File: config.mk
export PLATFORM = sky130hd
export DESIGN_NAME = tws_core
export DESIGN_NICKNAME = d
export VERILOG_FILES = /design/src/core/tws_core.v
export VERILOG_INCLUDE_DIRS = /design/src /design/src/core
export SDC_FILE = /design/constraint.sdc
export NUM_CORES = 1
export LEC_CHECK = 0
export BUFFER_PORTS_ARGS = -buffer_cell sky130_fd_sc_hd__buf_4
export CORE_ASPECT_RATIO = 1.2
export CORE_UTILIZATION = 46
export CTS_CLUSTER_SIZE = 12
export DETAILED_ROUTE_END_ITERATION = 6
export PLACE_DENSITY = 0.74
export SYNTH_ARGS = -nofsm -noshare
export SYNTH_HDL_FRONTEND = slang
export SYNTH_SLANG_ARGS = --single-unit
File: constraint.sdc
create_clock -name clk_sys_in -period 2 [get_ports clk_sys_in]
set_input_delay 0.4 -clock clk_sys_in [delete_from_list [all_inputs] [get_ports clk_sys_in]]
set_output_delay 0.4 -clock clk_sys_in [all_outputs]
set_load 0.05 [all_outputs]
File: src/core/tws_defines.vh
`ifndef TWS_DEFINES_VH
`define TWS_DEFINES_VH
`define TWS_ADDR_CTRL 8'hE8
`define TWS_ADDR_DATA 8'h9A
`define TWS_ADDR_OWN 8'h9B
`define TWS_RST_CTRL 8'h00
`define TWS_RST_DATA 8'h00
`define TWS_RST_OWN 8'h55
`define TWS_B_DOUT 7
`define TWS_B_DEN 6
`define TWS_B_COUT 5
`define TWS_B_DIN 4
`define TWS_B_MODE 3
`define TWS_B_IRST 2
`define TWS_B_DIR 1
`define TWS_B_DONE 0
`define TWS_BITS_LAST 4'h7
`define TWS_BITS_ACK 4'h8
`endif

File: src/core/tws_core.v
// Function
// - drive data-out bit when drive enabled
// - drive enable sets data pin direction
// - clock-out bit drives clock pin
// - data-in bit sampled on clock edge
// - mode bit picks master or slave
// - interface reset bit holds slave idle
// - direction flag shows slave transmitting
// - byte done flag set per slave data byte, not by the address byte
// - data register access clears done flag
// - own address register defaults 55h
// - data register: transmit write, receive read
// - spi select bit low enables interface
// - control register at E8h, bit-addressable, reset zero
`timescale 1ns/1ps
`default_nettype none
`include "tws_defines.vh"
module tws_core (
    input wire clk_sys_in,
    input wire rst_b_in,
    input wire ce_in,
    input wire [7:0] sfr_addr_in,
    input wire [7:0] sfr_wdata_in,
    input wire sfr_wr_in,
    input wire sfr_rd_in,
    input wire sfr_bit_wr_in,
    input wire [2:0] sfr_bit_sel_in,
    input wire sfr_bit_val_in,
    output reg [7:0] sfr_rdata_out,
    output wire irq_out,
    input wire spi_select_bit_in,
    input wire serial_data_pin_in,
    output wire serial_data_pin_out,
    output wire serial_data_pin_oe_out,
    input wire serial_clock_pin_in,
    output wire serial_clock_pin_out,
    output wire serial_clock_pin_oe_out
);
    localparam ST_IDLE = 3'h0;
    localparam ST_ADDR = 3'h1;
    localparam ST_AACK = 3'h2;
    localparam ST_RX = 3'h3;
    localparam ST_RACK = 3'h4;
    localparam ST_TX = 3'h5;
    localparam ST_TACK = 3'h6;

    reg [7:0] two_wire_control;
    reg [7:0] own_slave_address;
    reg [7:0] bus_data_buffer;
    reg [7:0] tx_shift;
    reg [7:0] rx_shift;
    reg [3:0] bit_cnt;
    reg [2:0] state;
    reg sda_s1, sda_s2, sda_d;
    reg scl_s1, scl_s2, scl_d;
    reg sda_low;
    wire master = two_wire_control[`TWS_B_MODE];
    wire enabled = ~spi_select_bit_in;
    wire scl_rise = scl_s2 & ~scl_d;
    wire scl_fall = ~scl_s2 & scl_d;
    wire start_c = scl_s2 & sda_d & ~sda_s2;
    wire stop_c = scl_s2 & ~sda_d & sda_s2;
    wire data_acc = (sfr_wr_in | sfr_rd_in) && sfr_addr_in == `TWS_ADDR_DATA;
    wire slv_run = enabled & ~master & ~two_wire_control[`TWS_B_IRST];
    reg byte_evt;

    function hit;
        input [7:0] a;
        input [7:0] r;
        begin
            hit = (a == r);
        end
    endfunction

    always @(posedge clk_sys_in or negedge rst_b_in) begin
        if (!rst_b_in) begin
            sda_s1 <= 1'b1;
            sda_s2 <= 1'b1;
            sda_d <= 1'b1;
            scl_s1 <= 1'b1;
            scl_s2 <= 1'b1;
            scl_d <= 1'b1;
        end else if (ce_in) begin
            sda_s1 <= serial_data_pin_in;
            sda_s2 <= sda_s1;
            sda_d <= sda_s2;
            scl_s1 <= serial_clock_pin_in;
            scl_s2 <= scl_s1;
            scl_d <= scl_s2;
        end
    end

    wire m_sda_low = two_wire_control[`TWS_B_DEN] & ~two_wire_control[`TWS_B_DOUT];
    assign serial_data_pin_out = 1'b0;
    assign serial_data_pin_oe_out = enabled & (master ? m_sda_low : sda_low);
    assign serial_clock_pin_out = 1'b0;
    assign serial_clock_pin_oe_out = enabled & master & ~two_wire_control[`TWS_B_COUT];
    assign irq_out = two_wire_control[`TWS_B_DONE] & ~master;

    // slave engine
    always @(posedge clk_sys_in or negedge rst_b_in) begin
        if (!rst_b_in) begin
            state <= ST_IDLE;
            bit_cnt <= 4'h0;
            rx_shift <= 8'h00;
            tx_shift <= 8'h00;
            sda_low <= 1'b0;
            byte_evt <= 1'b0;
        end else if (ce_in) begin
            byte_evt <= 1'b0;
            if (!slv_run) begin
                state <= ST_IDLE;
                sda_low <= 1'b0;
                bit_cnt <= 4'h0;
            end else if (start_c) begin
                state <= ST_ADDR;
                bit_cnt <= 4'h0;
                sda_low <= 1'b0;
            end else if (stop_c) begin
                state <= ST_IDLE;
                sda_low <= 1'b0;
            end else begin
                case (state)
                    ST_ADDR, ST_RX: begin
                        if (scl_rise) begin
                            rx_shift <= {rx_shift[6:0], sda_s2};
                            bit_cnt <= bit_cnt + 4'h1;
                        end
                        if (scl_fall && bit_cnt == `TWS_BITS_ACK) begin
                            bit_cnt <= 4'h0;
                            if (state == ST_RX) begin
                                sda_low <= 1'b1;
                                state <= ST_RACK;
                            end else if (hit({1'b0, rx_shift[7:1]},
                                             {1'b0, own_slave_address[6:0]})) begin
                                sda_low <= 1'b1;
                                state <= ST_AACK;
                            end else begin
                                state <= ST_IDLE;
                            end
                        end
                    end
                    ST_AACK, ST_RACK: begin
                        if (scl_fall) begin
                            if (state == ST_AACK && rx_shift[0]) begin
                                tx_shift <= {bus_data_buffer[6:0], 1'b0};
                                sda_low <= ~bus_data_buffer[7];
                                state <= ST_TX;
                            end else begin
                                sda_low <= 1'b0;
                                state <= ST_RX;
                            end
                        end
                    end
                    ST_TX: begin
                        if (scl_rise)
                            bit_cnt <= bit_cnt + 4'h1;
                        if (scl_fall) begin
                            if (bit_cnt == `TWS_BITS_ACK) begin
                                sda_low <= 1'b0;
                                bit_cnt <= 4'h0;
                                state <= ST_TACK;
                            end else begin
                                sda_low <= ~tx_shift[7];
                                tx_shift <= {tx_shift[6:0], 1'b0};
                            end
                        end
                    end
                    ST_TACK: begin
                        if (scl_rise) begin
                            byte_evt <= 1'b1;
                            if (sda_s2) begin
                                state <= ST_IDLE;
                            end else begin
                                tx_shift <= {bus_data_buffer[6:0], 1'b0};
                                state <= ST_AACK;
                            end
                        end
                    end
                    default: state <= ST_IDLE;
                endcase
                if (state == ST_RX && scl_fall && bit_cnt == `TWS_BITS_ACK)
                    byte_evt <= 1'b1;
            end
        end
    end

    // ST_AACK after TACK needs tx reload on fall; handled via rx_shift[0] hold
    wire [7:0] wbit_mask = 8'h01 << sfr_bit_sel_in;

    always @(posedge clk_sys_in or negedge rst_b_in) begin
        if (!rst_b_in) begin
            two_wire_control <= `TWS_RST_CTRL;
            own_slave_address <= `TWS_RST_OWN;
            bus_data_buffer <= `TWS_RST_DATA;
        end else if (ce_in) begin
            if (sfr_wr_in && hit(sfr_addr_in, `TWS_ADDR_CTRL))
                two_wire_control <= sfr_wdata_in;
            if (sfr_bit_wr_in && hit(sfr_addr_in, `TWS_ADDR_CTRL))
                two_wire_control <= sfr_bit_val_in ? (two_wire_control | wbit_mask)
                                                   : (two_wire_control & ~wbit_mask);
            if (sfr_wr_in && hit(sfr_addr_in, `TWS_ADDR_OWN))
                own_slave_address <= sfr_wdata_in;
            if (sfr_wr_in && hit(sfr_addr_in, `TWS_ADDR_DATA))
                bus_data_buffer <= sfr_wdata_in;
            else if (slv_run && state == ST_RX && scl_fall && bit_cnt == `TWS_BITS_ACK)
                bus_data_buffer <= rx_shift;
            if (master && !two_wire_control[`TWS_B_DEN] && scl_rise)
                two_wire_control[`TWS_B_DIN] <= sda_s2;
            if (!master) begin
                if (state == ST_TX || state == ST_TACK)
                    two_wire_control[`TWS_B_DIR] <= 1'b1;
                else if (state == ST_RX || state == ST_RACK)
                    two_wire_control[`TWS_B_DIR] <= 1'b0;
                if (byte_evt)
                    two_wire_control[`TWS_B_DONE] <= 1'b1;
                else if (data_acc)
                    two_wire_control[`TWS_B_DONE] <= 1'b0;
            end else if (data_acc) begin
                two_wire_control[`TWS_B_DONE] <= 1'b0;
            end
        end
    end

    always @(posedge clk_sys_in or negedge rst_b_in) begin
        if (!rst_b_in)
            sfr_rdata_out <= 8'h00;
        else if (ce_in) begin
            case (sfr_addr_in)
                `TWS_ADDR_CTRL: sfr_rdata_out <= two_wire_control;
                `TWS_ADDR_OWN: sfr_rdata_out <= own_slave_address;
                `TWS_ADDR_DATA: sfr_rdata_out <= bus_data_buffer;
                default: sfr_rdata_out <= 8'h00;
            endcase
        end
    end
endmodule // tws_core
`default_nettype wire

* After elaboration in Yosys (flattened, before gate mapping)
Index checks and enable logic that the tools add are counted.
Cells by class: add/subtract/negate cells 1, $mul 0, div/mod/pow operators 0, order comparisons 0, equality and inequality tests 26, shifts and indexed selects 1, mux-type cells 59, bitwise operators 30, reduce and logical (&&, ||, !) cells 32
Operator list (count):
- two-way mux 8 bit | 11
- case mux 8 bit (3 select lines) | 2
- two-way mux 3 bit | 10
- two-way mux 4 bit | 7
- != test 5 bit (second input constant) | 5
- == test 8 bit (second input constant) | 3
- two-way mux 1 bit | 24
- AND reduction 6 bit | 3
- logical AND 1 bit | 14
- AND 1 bit | 13
- NOT 1 bit | 13
- != test 2 bit (second input constant) | 6
- case mux 3 bit (4 select lines) | 1
- AND reduction 11 bit | 1
- == test 3 bit (second input constant) | 3
- AND 8 bit | 1
- NOT 8 bit | 1
- bitwise OR 8 bit | 1
- case mux 4 bit (2 select lines) | 1
- AND reduction 2 bit | 4
- << shifter 1 x 3 -> 8 bit (first input constant) | 1
- == test 7 bit | 1
- == test 3 x 2 -> 1 bit (second input constant) | 2
- != test 6 x 3 -> 1 bit (second input constant) | 1
- other kinds (15) | 20
Storage, ports and cells: flip-flop bits (word level) 63, latch bits 0, RAM bits 0, ROM bits 0, input bits 29, output and inout bits 13, word-level logic and storage cells 167, memories 0

* Logic depth before layout (Yosys ltp)
word-level depth 9, gate-level depth with buffers 8

* Least setup slack after synthesis
No wires, ideal clock.
path type input -> register, start point in spi_select_bit_in, end point reg tx_shift[2], data arrival time 2.062 ns, data required time 1.875 ns, path slack -0.188 ns, cell stages on the path 7, path buffers 2, path through or3_1 buf_6 a21oi_4 o21ai_2 or4_1 buf_6 mux2_4
Between the ends: word-level cells in the longest chain between the ends 4
RTL lines:
- start: declaration | line tws_core.v:31 | input wire spi_select_bit_in,
- NOT 1 bit | line tws_core.v:58 | wire enabled = ~spi_select_bit_in;
- AND 1 bit (2 in a row) | line tws_core.v:64 | wire slv_run = enabled & ~master & ~two_wire_control[`TWS_B_IRST];
- AND reduction 11 bit (no source line)
- end signal: assignment | line tws_core.v:146 | tx_shift <= {bus_data_buffer[6:0], 1'b0};
- end signal: assignment | line tws_core.v:165 | tx_shift <= {tx_shift[6:0], 1'b0};
- end signal: assignment | line tws_core.v:175 | tx_shift <= {bus_data_buffer[6:0], 1'b0};
- end: declaration | line tws_core.v:50 | reg [7:0] tx_shift;
No other way between the ends. A chain may end at the register's enable or synchronous reset.

==> results.md <==
- Synth area leaders: dfrtp_1 (36%), mux2_2 (8.0%), dfstp_2 (7.2%)
- Antenna violations before repair: 0
- Drt drc: 0
- Starting Density: 47.5%
- IO Port Bufs: 39
- Core area: 7660 um^2
- First-pass GRT wire length: 15,200 um
- Routability cong.: 0.866
- Max Slew Vio Count: 0
- RSZ-0062 raised after global routing: yes
- GRT Overall Usage: 23.5%
- Most frequent cells in the layout: buf_4 (75), dfrtp_1 (52), nor2_1 (28)
- Psw: ~1000 uW
- Tmin final: 2.05 ns
- Final ANT Viol Nets: 0
- Skew final: 0.00955 ns
- FF/Latch Area: 1560 um^2
- Main synth FF type: dfrtp_1
- Mapped Cells: 371
- Routed WL: 9420 um
- Average size of a mapped cell: 9.82 um^2
- Vias in the first global route: approximately 3.1k
- Number of antenna diodes: 0
- Clock Latency Late Sink: 0.36 ns
- Slew at the pin closest to its max-slew limit: 0.801 ns
- Flop pwr share: between 40% and 50%
- Design Power: 3190 uW
- Pwr dens: approximately 700 nW/um^2
- Fin crit share: 102%
- Synth area leader: dfrtp_1
- Die X: 83.2 um
- Row cnt: 35
- Top-area cell type share of the netlist area: 35.7%
- Setup WS post-layout: -0.0481 ns
- Max clock buf depth: 2
- Relative slew slack: between 40 and 50%
- Clock Power Share: 31.6%
- WL/cell: ~18 um
- Area of the multi-input gates: 1980 um^2
- Worst path cell trace: or3_4, a21oi_4, o21ai_2, or4_4, mux2_4
- FFs w/ async S/R, synth: 100%
- Synth cell types: 64
- Kind of critical path: reg2reg
- CTS tree: done
- Final nets: 470
- Worst slack at placement: -0.247 ns
- Largest net degree at the start of global routing: 63
- End-of-flow core utilization: 59.1%
- Arrival time of the worst setup path: approximately 2.3 ns
- Cts bufs inserted: 9
- Max Fanout on Critical Path: 7
- Overflow after GRT: 0
- Detailed Place HPWL: 6820 um
- I/O Pins: 42
- Setup-failing EPs final: 7
- Setup TNS: -0.273 ns
- Peak supply drop: 0.499 mV
- Fin. Hold Viols: 0
- Synth-to-Final Area Change: 24.2%
- Slowest cell on crit path: or4_4
- Synth warnings: 0
- Mapped cell area: 3640 um^2
- Most common cell after layout, fill and taps aside: buf_4
- Outcome: complete, but fails checks
- Fmax: 0.488 GHz
- Violated checks: negative setup slack
- Vias per cell: between 6 and 7
- Crit-path max cell delay: between 0.6 and 0.7 ns
- Drt first pass iters: 6
- Critical path capture point type: flop
- Die area: slightly above 8000 um^2
- Pint: 2160 uW
- Number of synthesized flops with an enable pin: 0
- Clk root buf: clkbuf_8
- Pleak: between 0.002 and 0.0025 uW
- Clk pin slew, worst setup/hold paths: 0.08 ns
- Hold crit path type: in2async
- Via count: roughly 3.2k
- Layout cells sized above 1: between 30 and 40%
- # hold bufs at CTS: 0
- # clock sinks: 62
- Layout fillers: around 670
- Sw Ratio: between 30% and 40%
- Power share of the combinational group: 23.0%
- Post-synthesis register bit count: 62
- Max-Cap Viols: 0
- Initial DRC Count: 361
- Die Ht: 99.5 um
- Sequential area share after synthesis: 42.9%
- Critical Path Start Type: flop
- H-tree depth: 3
- Critical path data required time: 2.24 ns
[path summary, 6_finish.rpt]
kind / startpoint / to / slack [ns] / cells after the start
min: rst_b_in / sfr_rdata_out[7] / 0.11 / 1
max in group asynchronous: rst_b_in / tx_shift[4] / 1.35 / 1
max: flop / tx_shift[2] / -0.05 / 5
max reg2reg: flop / tx_shift[2] / -0.05 / 5
min reg2reg: two_wire_control[1] / two_wire_control[1] / 0.51 / 1
min in group clk_sys_in: serial_clock_pin_in / scl_s1 / 0.27 / 2
[cells by family (layout without fill, tap and decap cells)]
family	Yosys count	after routing	share of synthesized area (%)
AOI/OAI and AO/OA	113	113	20.5
and+or+nand+nor	99	99	15.0
adders and majority gates	2	2	0.687
buffers and inverters	41	113	4.91
other	1	2	0.103
DFF	62	62	42.9
muxes	43	43	13.5
xor gates and xnor gates	10	10	2.40
[sequential cells by signal, summed over array words and instances, names as in the netlist, named ones only]
| register | count |
|---|---|
| own_slave_address | 8 |
| bit_cnt | 4 |
| state | 3 |
| sda_s2 | 1 |
| bus_data_buffer | 8 |
| byte_evt | 1 |
| scl_s2 | 1 |
| sfr_rdata_out | 8 |
| sda_s1 | 1 |
| scl_d | 1 |
| sda_low | 1 |
| tx_shift | 7 |
| scl_s1 | 1 |
| sda_d | 1 |
| two_wire_control | 2 |
| rx_shift | 8 |
[per-stage QoR]
step	instances	instance area, um^2	hold slack [ns]
floorplan	372	3670	0.104
global placement	519	4290	0.493
detailed placement	519	4290	0.493
CTS	535	4490	0.148
global route	536	4530	0.169
finish	536	4530	0.108
[Yosys cell counts (6+ instances only)]
master and count:
nor2_1 28, clkbuf_1 14, a31oi_1 6, nand3b_1 8, mux2i_1 11, a21oi_1 25, xnor2_1 7, nor2b_1 10
nand2_1 14, o21ai_0 21, mux2_2 26, mux2_4 6, dfstp_2 10, dfrtp_1 52, o22ai_1 17, inv_1 19
nand2b_1 7
[area by class of cell]
cell class | instances | share of cell area, %
multi-input combinational | 269 | 43.7
timing repair buffer | 78 | 13.8
tap | 92 | 2.54
clock buffer | 9 | 2.74
clock inverter | 7 | 1.13
sequential | 62 | 34.5
inverter | 19 | 1.58
[critical path: cells and delay by family, from the launching register on]
family             cells  cell delay (ns)
DFF                    1             0.38
and+or+nand+nor        2             1.02
muxes                  1             0.33
AOI/OAI and AO/OA      2             0.20
[metal layers]
metal / routed length [um] / vias up / global-route usage [%]
met5: 0 / - / 0
met4: 225 / 0 / 9.68
met3: 476 / 20 / 3.90
met2: 4630 / 126 / 38.0
met1: 4080 / 1592 / 31.6
li1: - / 1491 / -
[power groups by stage]
stage | sequential, uW | clock [uW] | combinational, uW
after floorplan | 1450 | 0 | 409
after global placement | 1460 | 0 | 679
after detailed placement | 1470 | 0 | 699
after CTS | 1450 | 1010 | 709
final | 1450 | 1010 | 733
after global routing | 1460 | 1070 | 793
[timing repair]
action,4_1_cts,5_1_grt
resized for setup,7,7
endpoints found under the setup margin,24,25
buffers inserted,0,2
pin swaps,1,2
No activity file was read; power rests on OpenSTA's default activity.
